### config.mk
export PLATFORM = sky130hd
export DESIGN_NAME = flash_self_program_sequencer_flat
export DESIGN_NICKNAME = d
export VERILOG_FILES = /design/src/shared/flash_selfprog_pkg.sv /design/src/shared/selfprog_link_if.sv /design/src/hdl/flash_self_program_sequencer.sv /design/src/flat_wrapper.sv
export VERILOG_INCLUDE_DIRS = /design/src /design/src/shared
export SDC_FILE = /design/constraint.sdc
export NUM_CORES = 2
export LEC_CHECK = 0
export BUFFER_PORTS_ARGS = -buffer_cell sky130_fd_sc_hd__buf_2
export CORE_MARGIN = 3
export CORE_UTILIZATION = 40
export CTS_CLUSTER_DIAMETER = 40
export DETAILED_ROUTE_END_ITERATION = 8
export PLACE_DENSITY = 0.66
export SYNTH_ARGS = -nofsm -noshare
export SYNTH_HDL_FRONTEND = slang
export SYNTH_SLANG_ARGS = --single-unit
export TNS_END_PERCENT = 10
### constraint.sdc
create_clock -name mclk_i -period 3.6 [get_ports mclk_i]
set_clock_uncertainty 0.05 [all_clocks]
set_input_delay 0.72 -clock mclk_i [delete_from_list [all_inputs] [get_ports mclk_i]]
set_output_delay 0.72 -clock mclk_i [all_outputs]
set_load 0.05 [all_outputs]
### src/shared/flash_selfprog_defines.svh
`ifndef FLASH_SELFPROG_DEFINES_SVH
`define FLASH_SELFPROG_DEFINES_SVH

// Operation codes in the five low bits of the self-programming control register.
`define FSP_OP_LOAD 5'h01
`define FSP_OP_ERASE 5'h03
`define FSP_OP_WRITE 5'h05
`define FSP_OP_NONE 5'h00

// Field positions of the control register and of the pointer.
`define FSP_CTRL_ENABLE_BIT 0
`define FSP_PAGE_MSB 14
`define FSP_PAGE_LSB 7
`define FSP_WORD_MSB 6
`define FSP_WORD_LSB 1

// Array geometry.
`define FSP_PAGES 256
`define FSP_PAGE_WORDS 64
`define FSP_BOOT_PAGES 4

// Cycles after a control write in which a store-program instruction is honoured.
`define FSP_SPM_WINDOW 3'h4

// Application reset address.
`define FSP_APP_RESET_WORD 14'h0000

// Agent registers on AHB-Lite (byte addresses).
`define AG_REG_CMD 32'h0000_0000
`define AG_REG_ZPTR 32'h0000_0004
`define AG_REG_DATA 32'h0000_0008
`define AG_REG_STATUS 32'h0000_000C
`define AG_REG_LPM 32'h0000_0010

// Agent command register fields.
`define AG_CMD_OP_MSB 4
`define AG_CMD_DELAY_MSB 10
`define AG_CMD_DELAY_LSB 8
`define AG_CMD_BOOT_BIT 12

`endif

### src/shared/flash_selfprog_pkg.sv
package flash_selfprog_pkg;

  typedef enum logic [2:0] {
    SEQ_IDLE = 3'b000,
    SEQ_ARMED = 3'b001,
    SEQ_ERASE = 3'b010,
    SEQ_STREAM = 3'b011,
    SEQ_PROG = 3'b100
  } seq_state_t;

  typedef enum logic [1:0] {
    AG_IDLE = 2'b00,
    AG_WAIT = 2'b01,
    AG_POLL = 2'b10
  } agent_state_t;

  typedef logic [63:0][15:0] page_buf_t;

  typedef struct packed {
    seq_state_t state;
    logic [4:0] op;
    logic [2:0] window;
    logic [7:0] page;
    logic [5:0] idx;
    page_buf_t buffer;
    logic erase;
    logic load;
    logic prog;
    logic [15:0] wdata;
    logic [13:0] rvec;
    logic rd_pend;
    logic [15:0] lpm_data;
    logic lpm_valid;
  } seq_regs_t;

  typedef struct packed {
    agent_state_t state;
    logic wr_pend;
    logic [2:0] widx;
    logic [31:0] hrdata;
    logic [4:0] op;
    logic [2:0] delay;
    logic from_boot;
    logic [2:0] count;
    logic [15:0] zptr;
    logic [15:0] dpair;
    logic ctrl_wr;
    logic [7:0] ctrl_wdata;
    logic spm;
    logic lpm_req;
    logic lpm_busy;
    logic [15:0] lpm_data;
  } agent_regs_t;

endpackage : flash_selfprog_pkg

### src/shared/selfprog_link_if.sv
`timescale 1ns/1ns
`default_nettype none

interface selfprog_link_if;
  logic ctrl_wr;
  logic [7:0] ctrl_wdata;
  logic [7:0] ctrl_rdata;
  logic spm_strobe;
  logic spm_from_boot;
  logic [15:0] z_ptr;
  logic [15:0] data_pair;
  logic lpm_req;
  logic [15:0] lpm_rdata;
  logic lpm_valid;
  logic cpu_halt;

  modport dev (
    input ctrl_wr, ctrl_wdata, spm_strobe, spm_from_boot, z_ptr, data_pair, lpm_req,
    output ctrl_rdata, lpm_rdata, lpm_valid, cpu_halt
  );

  modport cpu (
    output ctrl_wr, ctrl_wdata, spm_strobe, spm_from_boot, z_ptr, data_pair, lpm_req,
    input ctrl_rdata, lpm_rdata, lpm_valid, cpu_halt
  );
endinterface : selfprog_link_if

`default_nettype wire

### src/hdl/flash_self_program_sequencer.sv
// The AHB-Lite register port and the address map are this design's own decisions.
`timescale 1ns/1ns
`default_nettype none
`include "flash_selfprog_defines.svh"

// Behaviour
// - Fuse 0 resets to zero, 1 to boot.
// - Boot code may read everything and write all but locked boot pages.
// - General lock bits never gate store or load.
// - Flash changes only in whole 64-word pages.
// - Software erases before writing, reloads kept words.
// - Buffer loads accepted in any word order.
// - Software issues store within four cycles.
// - Code 00001 loads data pair into buffer.
// - Code 00101 programs buffer into addressed page.
// - Erase and write use the same page.
// - CPU halted during erase and page write.
// - Enable bit stays set until operation ends.
// - Software pads erase and write with filler.
// - Software keeps interrupts off while programming.
// - Boot writes allowed only while lock unprogrammed.
// - Stores from outside boot section do nothing.
// - Flash is 256 pages, boot at top.
module flash_self_program_sequencer
  import flash_selfprog_pkg::*;
#(
  parameter int PAGES = `FSP_PAGES,
  parameter int PAGE_WORDS = `FSP_PAGE_WORDS,
  parameter int BOOT_PAGES = `FSP_BOOT_PAGES
) (
  input wire logic mclk_i,
  input wire logic resetn_i,
  input wire logic ce_i,
  input wire logic boot_vector_select_i,
  input wire logic boot_lock11_i,
  input wire logic flash_done_i,
  input wire logic [15:0] flash_rdata_i,
  selfprog_link_if.dev link,
  output logic [13:0] reset_vector_o,
  output logic flash_erase_o,
  output logic flash_load_o,
  output logic flash_prog_o,
  output logic [7:0] flash_page_o,
  output logic [5:0] flash_word_o,
  output logic [15:0] flash_wdata_o,
  output logic flash_rd_o,
  output logic [13:0] flash_rd_addr_o
);

  ////////////////////////////////////////////////////////////////////////////////
  // Geometry checks and derived constants.

  if (PAGES != `FSP_PAGES || PAGE_WORDS != `FSP_PAGE_WORDS)
  begin : g_geom_check
    $error("Array geometry other than 256 pages of 64 words is not supported.");
  end
  if (BOOT_PAGES < 1 || BOOT_PAGES > PAGES / 2 || (BOOT_PAGES & (BOOT_PAGES - 1)) != 0)
  begin : g_boot_check
    $error("Boot section must be a power of two pages, at most half the array.");
  end

  // The boot section sits at the top of the array.
  localparam logic [7:0] BOOT_START_PAGE = 8'(PAGES - BOOT_PAGES);
  localparam logic [13:0] BOOT_START_WORD = {BOOT_START_PAGE, 6'h00};

  ////////////////////////////////////////////////////////////////////////////////
  // State.

  seq_regs_t st;
  seq_regs_t next_st;
  logic [7:0] z_page;
  logic [5:0] z_word;
  logic page_protected;

  assign z_page = link.z_ptr[`FSP_PAGE_MSB:`FSP_PAGE_LSB];
  assign z_word = link.z_ptr[`FSP_WORD_MSB:`FSP_WORD_LSB];
  // Only boot lock bit 11 guards the boot section; the general lock bits are not inputs.
  assign page_protected = !boot_lock11_i && (z_page >= BOOT_START_PAGE);

  always_comb
  begin
    next_st = st;
    next_st.lpm_valid = 1'b0;
    next_st.rvec = boot_vector_select_i ? BOOT_START_WORD : `FSP_APP_RESET_WORD;

    // Program-memory loads reach every location, whatever the lock bits say.
    next_st.rd_pend = link.lpm_req && !link.cpu_halt;
    if (st.rd_pend)
    begin
      next_st.lpm_data = flash_rdata_i;
      next_st.lpm_valid = 1'b1;
    end

    unique case (st.state)
      SEQ_IDLE, SEQ_ARMED:
      begin
        if (link.ctrl_wr)
        begin
          if (link.ctrl_wdata[`FSP_CTRL_ENABLE_BIT])
          begin
            next_st.op = link.ctrl_wdata[4:0];
            next_st.window = `FSP_SPM_WINDOW;
            next_st.state = SEQ_ARMED;
          end
          else
          begin
            next_st.op = `FSP_OP_NONE;
            next_st.state = SEQ_IDLE;
          end
        end
        else if (st.state == SEQ_ARMED)
        begin
          if (link.spm_strobe && link.spm_from_boot)
          begin
            next_st.op = `FSP_OP_NONE;
            next_st.state = SEQ_IDLE;
            unique case (st.op)
              `FSP_OP_LOAD:
              begin
                // Any word of the buffer may be loaded at any time.
                next_st.buffer[z_word] = link.data_pair;
              end
              `FSP_OP_ERASE:
              begin
                if (!page_protected)
                begin
                  next_st.op = st.op;
                  next_st.page = z_page;
                  next_st.erase = 1'b1;
                  next_st.state = SEQ_ERASE;
                end
              end
              `FSP_OP_WRITE:
              begin
                if (!page_protected)
                begin
                  next_st.op = st.op;
                  next_st.page = z_page;
                  next_st.idx = 6'h00;
                  next_st.wdata = st.buffer[0];
                  next_st.load = 1'b1;
                  next_st.state = SEQ_STREAM;
                end
              end
              default:
              begin
                // Unknown codes are dropped without touching flash or buffer.
                next_st.op = `FSP_OP_NONE;
              end
            endcase
          end
          else if (st.window == 3'h1)
          begin
            next_st.op = `FSP_OP_NONE;
            next_st.window = 3'h0;
            next_st.state = SEQ_IDLE;
          end
          else
          begin
            next_st.window = st.window - 3'h1;
          end
        end
      end
      SEQ_ERASE:
      begin
        if (flash_done_i)
        begin
          next_st.erase = 1'b0;
          next_st.op = `FSP_OP_NONE;
          next_st.state = SEQ_IDLE;
        end
      end
      SEQ_STREAM:
      begin
        // The whole page is handed to the array; there is no single-word path.
        if (st.idx == 6'h3F)
        begin
          next_st.load = 1'b0;
          next_st.prog = 1'b1;
          next_st.buffer = '1;
          next_st.state = SEQ_PROG;
        end
        else
        begin
          next_st.idx = st.idx + 6'h01;
          next_st.wdata = st.buffer[st.idx + 6'h01];
        end
      end
      SEQ_PROG:
      begin
        if (flash_done_i)
        begin
          next_st.prog = 1'b0;
          next_st.op = `FSP_OP_NONE;
          next_st.state = SEQ_IDLE;
        end
      end
      default:
      begin
        next_st.state = SEQ_IDLE;
        next_st.op = `FSP_OP_NONE;
        next_st.erase = 1'b0;
        next_st.load = 1'b0;
        next_st.prog = 1'b0;
      end
    endcase
  end

  always_ff @(posedge mclk_i or negedge resetn_i)
  begin
    if (!resetn_i)
    begin
      st <= '0;
      st.buffer <= '1;
    end
    else if (ce_i)
    begin
      st <= next_st;
    end
  end

  ////////////////////////////////////////////////////////////////////////////////
  // Outputs.

  assign link.cpu_halt = (st.state == SEQ_ERASE) || (st.state == SEQ_STREAM)
    || (st.state == SEQ_PROG);
  assign link.ctrl_rdata = {3'h0, st.op};
  assign link.lpm_rdata = st.lpm_data;
  assign link.lpm_valid = st.lpm_valid;
  assign reset_vector_o = st.rvec;
  assign flash_erase_o = st.erase;
  assign flash_load_o = st.load;
  assign flash_prog_o = st.prog;
  assign flash_page_o = st.page;
  assign flash_word_o = st.idx;
  assign flash_wdata_o = st.wdata;
  assign flash_rd_o = link.lpm_req && !link.cpu_halt;
  assign flash_rd_addr_o = link.z_ptr[14:1];

endmodule : flash_self_program_sequencer

`default_nettype wire

### src/flat_wrapper.sv
// flat-port wrapper written by rule: the top's interface ports become plain ports
module flash_self_program_sequencer_flat import flash_selfprog_pkg::*;
#(
  parameter int PAGES = `FSP_PAGES,
  parameter int PAGE_WORDS = `FSP_PAGE_WORDS,
  parameter int BOOT_PAGES = `FSP_BOOT_PAGES
)
  (mclk_i, resetn_i, ce_i, boot_vector_select_i, boot_lock11_i, flash_done_i, flash_rdata_i, reset_vector_o, flash_erase_o, flash_load_o, flash_prog_o, flash_page_o, flash_word_o, flash_wdata_o, flash_rd_o, flash_rd_addr_o, link_ctrl_wr, link_ctrl_wdata, link_spm_strobe, link_spm_from_boot, link_z_ptr, link_data_pair, link_lpm_req, link_ctrl_rdata, link_lpm_rdata, link_lpm_valid, link_cpu_halt);
  selfprog_link_if link_i ();
  input wire logic mclk_i;
  input wire logic resetn_i;
  input wire logic ce_i;
  input wire logic boot_vector_select_i;
  input wire logic boot_lock11_i;
  input wire logic flash_done_i;
  input wire logic [15:0] flash_rdata_i;
  output logic [13:0] reset_vector_o;
  output logic flash_erase_o;
  output logic flash_load_o;
  output logic flash_prog_o;
  output logic [7:0] flash_page_o;
  output logic [5:0] flash_word_o;
  output logic [15:0] flash_wdata_o;
  output logic flash_rd_o;
  output logic [13:0] flash_rd_addr_o;
  input wire logic [$bits(link_i.ctrl_wr)-1:0] link_ctrl_wr;
  input wire logic [$bits(link_i.ctrl_wdata)-1:0] link_ctrl_wdata;
  input wire logic [$bits(link_i.spm_strobe)-1:0] link_spm_strobe;
  input wire logic [$bits(link_i.spm_from_boot)-1:0] link_spm_from_boot;
  input wire logic [$bits(link_i.z_ptr)-1:0] link_z_ptr;
  input wire logic [$bits(link_i.data_pair)-1:0] link_data_pair;
  input wire logic [$bits(link_i.lpm_req)-1:0] link_lpm_req;
  output wire logic [$bits(link_i.ctrl_rdata)-1:0] link_ctrl_rdata;
  output wire logic [$bits(link_i.lpm_rdata)-1:0] link_lpm_rdata;
  output wire logic [$bits(link_i.lpm_valid)-1:0] link_lpm_valid;
  output wire logic [$bits(link_i.cpu_halt)-1:0] link_cpu_halt;
  assign link_i.ctrl_wr = link_ctrl_wr;
  assign link_i.ctrl_wdata = link_ctrl_wdata;
  assign link_i.spm_strobe = link_spm_strobe;
  assign link_i.spm_from_boot = link_spm_from_boot;
  assign link_i.z_ptr = link_z_ptr;
  assign link_i.data_pair = link_data_pair;
  assign link_i.lpm_req = link_lpm_req;
  assign link_ctrl_rdata = link_i.ctrl_rdata;
  assign link_lpm_rdata = link_i.lpm_rdata;
  assign link_lpm_valid = link_i.lpm_valid;
  assign link_cpu_halt = link_i.cpu_halt;
  flash_self_program_sequencer #(.PAGES(PAGES), .PAGE_WORDS(PAGE_WORDS), .BOOT_PAGES(BOOT_PAGES)) u_core (.mclk_i(mclk_i), .resetn_i(resetn_i), .ce_i(ce_i), .boot_vector_select_i(boot_vector_select_i), .boot_lock11_i(boot_lock11_i), .flash_done_i(flash_done_i), .flash_rdata_i(flash_rdata_i), .link(link_i), .reset_vector_o(reset_vector_o), .flash_erase_o(flash_erase_o), .flash_load_o(flash_load_o), .flash_prog_o(flash_prog_o), .flash_page_o(flash_page_o), .flash_word_o(flash_word_o), .flash_wdata_o(flash_wdata_o), .flash_rd_o(flash_rd_o), .flash_rd_addr_o(flash_rd_addr_o));
endmodule
# [Word-level counts from Yosys, hierarchy flattened]
# Index checks and enable logic that the tools add are counted.
# W data, S select, Z words.
[totals] elab_cells=191 in_bits=66 out_inout_bits=88 register_bits=1100
[classes] n_mux=48 bitwise_logic=5 n_eq_ne=29 add_sub_neg=2 magnitude_cmp=4 reduce_logical=26
[op_table] operator="$pmux W1030 S2" count=1
[op_table] operator="$mux W1024" count=2
[op_table] operator="$mux W1051" count=1
[op_table] operator="$mux W1040" count=1
[op_table] operator="$mux W1032" count=1
[op_table] operator="$bwmux W1024" count=1
[op_table] operator="$mux W16" count=8
[op_table] operator="$bmux W16 S6" count=1
[op_table] operator="$demux W16 S6" count=1
[op_table] operator="$mux W8" count=4
[op_table] operator="$pmux W16 S2" count=1
[op_table] operator="$reduce_and A8 Y1" count=4
[op_table] operator="$mux W14" count=2
[op_table] operator="$ne A2 B2 Y1 const B" count=11
[op_table] operator="$mux W6" count=3
[op_table] operator="$pmux W8 S2" count=1
[op_table] operator="$pmux W5 S3" count=1
[op_table] operator="$lt A6 B7 Y1 const B" count=2
[op_table] operator="$mux W7" count=2
[op_table] operator="$reduce_and A7 Y1" count=2
[op_table] operator="$mux W3" count=4
[op_table] operator="$mux W11" count=1
[op_table] operator="$ne A2 B1 Y1 const B" count=5
[op_table] operator="$ne A5 B4 Y1 const B" count=2
[op_table] operator="other kinds (30)" count=52

# [Depth between registers and ports, before layout]
[depth] word_depth=10 ltp_mapped=11

# [Least setup slack after synthesis]
# Ideal clock, no wire load.
[synth_path] path_type="register to output" start="register u_core.st[1099] in the netlist's numbering" end="output flash_rd_o" arrival_time_ns=1.913 stages_incl_launch_ff=5 slack_ns=0.917 required_time_ns=2.830 path_cell_list="dfrtp_1 -> buf_4 -> clkbuf_1 -> mux2_2 -> nor2_1"
[synth_via] elab_chain_len=5
[synth_rtl] element="start, declared" line_no="flash_self_program_sequencer.sv:69" text="seq_regs_t st;"
[synth_rtl] element="start signal, assigned" line_no="flash_self_program_sequencer.sv:218" text="st <= next_st;"
[synth_rtl] element="$eq A3 B2 Y1" line_no="flash_self_program_sequencer.sv:225" text="assign link.cpu_halt = (st.state == SEQ_ERASE) || (st.state == SEQ_STREAM)"
[synth_rtl] element="$logic_or A1 B1 Y1" line_no="flash_self_program_sequencer.sv:225"
[synth_rtl] element="$logic_or A1 B1 Y1 (*)" line_no="flash_self_program_sequencer.sv:226" text="|| (st.state == SEQ_PROG);"
[synth_rtl] element="via link_cpu_halt" line_no="flat_wrapper.sv:36" text="output wire logic [$bits(link_i.cpu_halt)-1:0] link_cpu_halt;"
[synth_rtl] element="$logic_not A1 Y1 (*)" line_no="flash_self_program_sequencer.sv:237" text="assign flash_rd_o = link.lpm_req && !link.cpu_halt;"
[synth_rtl] element="$logic_and A1 B1 Y1 (*)" line_no="flash_self_program_sequencer.sv:237"
[synth_rtl] element="end, declared" line_no="flat_wrapper.sv:24" text="output logic flash_rd_o;"
# The timed path passes the listed nets; every way through them passes the cells marked *.

# [Worst setup path after layout]
[layout_path] start="register u_core.st (netlist bit u_core.flash_word_o[0])" end="register u_core.st (netlist bit u_core.flash_wdata_o[9])"
[layout_via] elab_chain_len=5
[layout_rtl] element="$add A6 B1 Y6" line_no="flash_self_program_sequencer.sv:186" text="next_st.wdata = st.buffer[st.idx + 6'h01];"
[layout_rtl] element="$bmux W16 S6" line_no="flash_self_program_sequencer.sv:186"
[layout_rtl] element="$mux W16 (implied by the code)" line_no="flash_self_program_sequencer.sv:186"
[layout_rtl] element="$mux W16" line_no="flash_self_program_sequencer.sv:176" text="if (st.idx == 6'h3F)"
[layout_rtl] element="$pmux W16 S2" line_no="flash_self_program_sequencer.sv:94" text="unique case (st.state)"
# Parallel ways exist; a longest one is shown, timed or not. The select of a mux whose other input is x is not followed.
# A chain may end at the register's enable or synchronous reset.

==> run metrics <==
CTS clk-pin slew, worst paths=0.06 ns; final hold viol count=0; quantity of hold-fixing buffers added after cts=0; final standard cell area without fillers=0.06555 mm²; multi-input combinational cell area=0.02535 mm²; number of filler instances in the final layout=12860; Max Slew Vio Count=0; Post-Place Cell Area=0.05978 mm²; Sink Count=1087; placement row count=138; first-pass GRT wire length=272600 µm; required time at the worst-slack endpoint=4.20 ns; sum of overflow across all layers after global routing=0; most area-consuming cells after synthesis=sky130_fd_sc_hd__dfstp_2 47%, sky130_fd_sc_hd__mux4_2 10%, sky130_fd_sc_hd__a21oi_1 9.3%; kind of capture point of the worst setup path=register; residual antenna-violating net count after detailed routing=0; Core Footprint=0.1418 mm²; Die X-Extent=384.3 µm; Clock Path Buffers=3; FMAX=0.2799 GHz; Final Cycle Share=0.9925; Total Neg Setup Slack=0 ns; Post-Place Setup Slack=0.03574 ns; CTS tree=yes; area growth from synthesis to layout=14.49%; via count of the first global-routing pass=44230; class of the tightest hold or removal check=input pin to register; leakage power=21.57 nW; vias per cell=5.853; power after layout=32.14 mW; routed wirelength normalized by instance count=23.14 µm; mean cell area of the mapped netlist=9.929 µm²; Yosys top cell area share=0.4700; library cell occupying the most area in the post-synthesis netlist=sky130_fd_sc_hd__dfstp_2; number of antenna violations at the first check in global routing=8; total clock buffers created by CTS=158; category of the worst setup path launch point=register; vias after detailed routing=44860; maximum net fanout on the critical path=32; max_slew headroom=0.1126; Final setup violation count=0; deepest level of the CTS H-tree=4; Starting DRT DRC Count=4517; nets@finish=5706; result of the run=finished clean; global-route usage over all layers=0.2372; met2 WL=81980 µm; die height=384.3 µm; sequential element share of the synthesized area=0.4975; Min Clock Period, post-route=3.573 ns; classification of the worst setup path=register to register; clock root buffer=sky130_fd_sc_hd__clkbuf_16; highest metal layer with signal wires=met5; Sequential cell area=0.02849 mm²; final weighted congestion of routability-driven global placement=0.9448; largest net degree at the start of global routing=194; clock insertion delay at the later pin of the skew report=0.79 ns; Worst IR Drop VDD=0.0005313 V; length of the first detailed-routing pass in iterations=5; R2R setup slack=0.03 ns; hold-critical path depth=2; cell depth of the worst flop-to-flop path=9; post-synthesis instance area=0.05725 mm²; met3 wire length=14750 µm; die area=0.1477 mm²; Setup WS post-layout=0.02697 ns; I/O Pins=154; arrival time of data at the critical path endpoint=4.17 ns; worst-margin pin slew=1.328 ns; pwr/cell area=490.3 mW/mm²; Unique masters post-synth=57; FF+latch count, synth=1087; cells after synthesis=5766; met1 wire length=72460 µm; Initial Util=0.4039; post-route DRC violation count=0; Syn. warnings=0; Routed WL=177300 µm; port buffer count=137; fraction of layout instances using a drive strength above 1=0.3710; max cap viols=0; detailed placement HPWL=108300 µm
==> cell usage after synthesis, drive strengths merged <==
cell type,n
nand3,7
nor4b,2
a31oi,3
conb,1
or3b,4
buf,361
nor3,2
or3,4
or4b,1
nor4bb,1
clkbuf,359
dfstp,1024
and4b,1
a2111oi,65
and3,5
mux2,29
o31a,1
o31ai,8
a22o,4
dfrtp,63
and2,17
nand2,1045
nor2,78
a221o,1
a41o,1
ha,3
nor4,1
or2,3
inv,6
mux4,256
a21oi,1061
nor2b,81
xor2,4
a211oi,64
o41ai,17
nand3b,7
a41oi,2
mux2i,64
nand4,2
a21o,3
o21ai,1035
o211ai,64
xnor2,4
a221oi,2
==> critical path, cell delays in order, from the launching register on <==
cell,delay [ns]
sky130_fd_sc_hd__dfrtp_4,0.58
sky130_fd_sc_hd__ha_4,0.46
sky130_fd_sc_hd__buf_12,0.27
sky130_fd_sc_hd__buf_4,0.18
sky130_fd_sc_hd__mux4_2,0.33
sky130_fd_sc_hd__a211oi_1,0.52
sky130_fd_sc_hd__a2111oi_0,0.16
sky130_fd_sc_hd__buf_4,0.19
sky130_fd_sc_hd__o41ai_1,0.51
sky130_fd_sc_hd__a21oi_1,0.13
==> timing repair <==
item	4_1_cts	5_1_grt
pin swaps	0	1
gates resized for setup	1	3
setup buffers	0	5
setup endpoints to repair	1	4
==> layout by cell type (no fill, tap or decap), types with 18 or more instances in the layout <==
cell and instances:
sky130_fd_sc_hd__a21oi_1 1061, sky130_fd_sc_hd__nand2_1 1044, sky130_fd_sc_hd__dfstp_2 1024, sky130_fd_sc_hd__o21ai_0 906
sky130_fd_sc_hd__mux4_2 256, sky130_fd_sc_hd__buf_4 221, sky130_fd_sc_hd__clkbuf_16 160, sky130_fd_sc_hd__buf_2 136
sky130_fd_sc_hd__o21ai_1 129, sky130_fd_sc_hd__nor2b_1 81, sky130_fd_sc_hd__mux2i_1 64, sky130_fd_sc_hd__a211oi_1 64
sky130_fd_sc_hd__buf_12 63, sky130_fd_sc_hd__dfrtp_1 62, sky130_fd_sc_hd__a2111oi_0 55, sky130_fd_sc_hd__o211ai_4 50
sky130_fd_sc_hd__nor2_1 49, sky130_fd_sc_hd__mux2_2 29, sky130_fd_sc_hd__nor2_2 27, sky130_fd_sc_hd__clkinvlp_4 22
sky130_fd_sc_hd__inv_6 20, sky130_fd_sc_hd__clkbuf_8 19, sky130_fd_sc_hd__bufinv_16 18
==> sequential cells by signal, indices dropped and copies added, names as in the netlist <==
signal and cells:
u_core.flash_page_o 8, u_core.flash_prog_o 1, u_core.flash_erase_o 1, u_core.st 1031
u_core.reset_vector_o 1, u_core.flash_word_o 6, u_core.link.lpm_rdata 16, u_core.link.lpm_valid 1
u_core.link.ctrl_rdata 5, u_core.flash_wdata_o 16, u_core.flash_load_o 1
==> path summary, 6_finish.rpt <==
| kind | startpoint | to |
|---|---|---|
| max | u_core.flash_word_o[0] | u_core.flash_wdata_o[9] |
| min | link_ctrl_wdata[3] | u_core.link.ctrl_rdata[3] |
| max reg2reg | u_core.flash_word_o[0] | u_core.flash_wdata_o[9] |
| min reg2reg | u_core.st[415] | u_core.st[415] |
| max in group asynchronous | resetn_i | u_core.st[520] |
| min in group asynchronous | resetn_i | u_core.st[856] |
==> per-stage QoR <==
stage	hold slack, ns	utilization	instances
2_1_floorplan	0.3744	-	5776
3_3_place_gp	0.3978	0.4217	7362
3_5_place_dp	0.4020	0.4217	7362
4_1_cts	0.02901	0.4619	7656
5_1_grt	0.09079	0.4623	7661
6_report	0.09728	0.4624	7664
==> final cells by class <==
cell class	count	share of cell area
clock buffers	187	0.06553
diodes	3	0.0001145
repair buffers	421	0.05516
multi-input cells	3963	0.3867
clock inverters	107	0.02149
well taps	1890	0.03608
inverters	6	0.0003436
flip-flops and latches	1087	0.4346
==> where the power goes <==
group	internal, mW	switching (mW)	total (mW)
Sequential	12.4	0.151	12.6
Combinational	0.938	2.10	3.04
Clock	10.1	6.44	16.5
Total	23.4	8.69	32.1
==> logic make-up after synthesis <==
group,after synthesis,share of synthesized area
compound gates,2331,0.2289
xor+xnor,8,0.001224
fa+ha+maj,3,0.0006557
buf+inv,726,0.06333
flops,1087,0.4975
mux,349,0.1176
other cells,1,0.00006550
simple gates,1261,0.09067
==> routing by layer <==
layer | vias up | GRT usage
met5 | - | 0
met4 | 4 | 0.1087
met3 | 397 | 0.05792
met2 | 1808 | 0.3676
met1 | 22440 | 0.3140
li1 | 20210 | -
No activity file was read; power rests on OpenSTA's default activity.
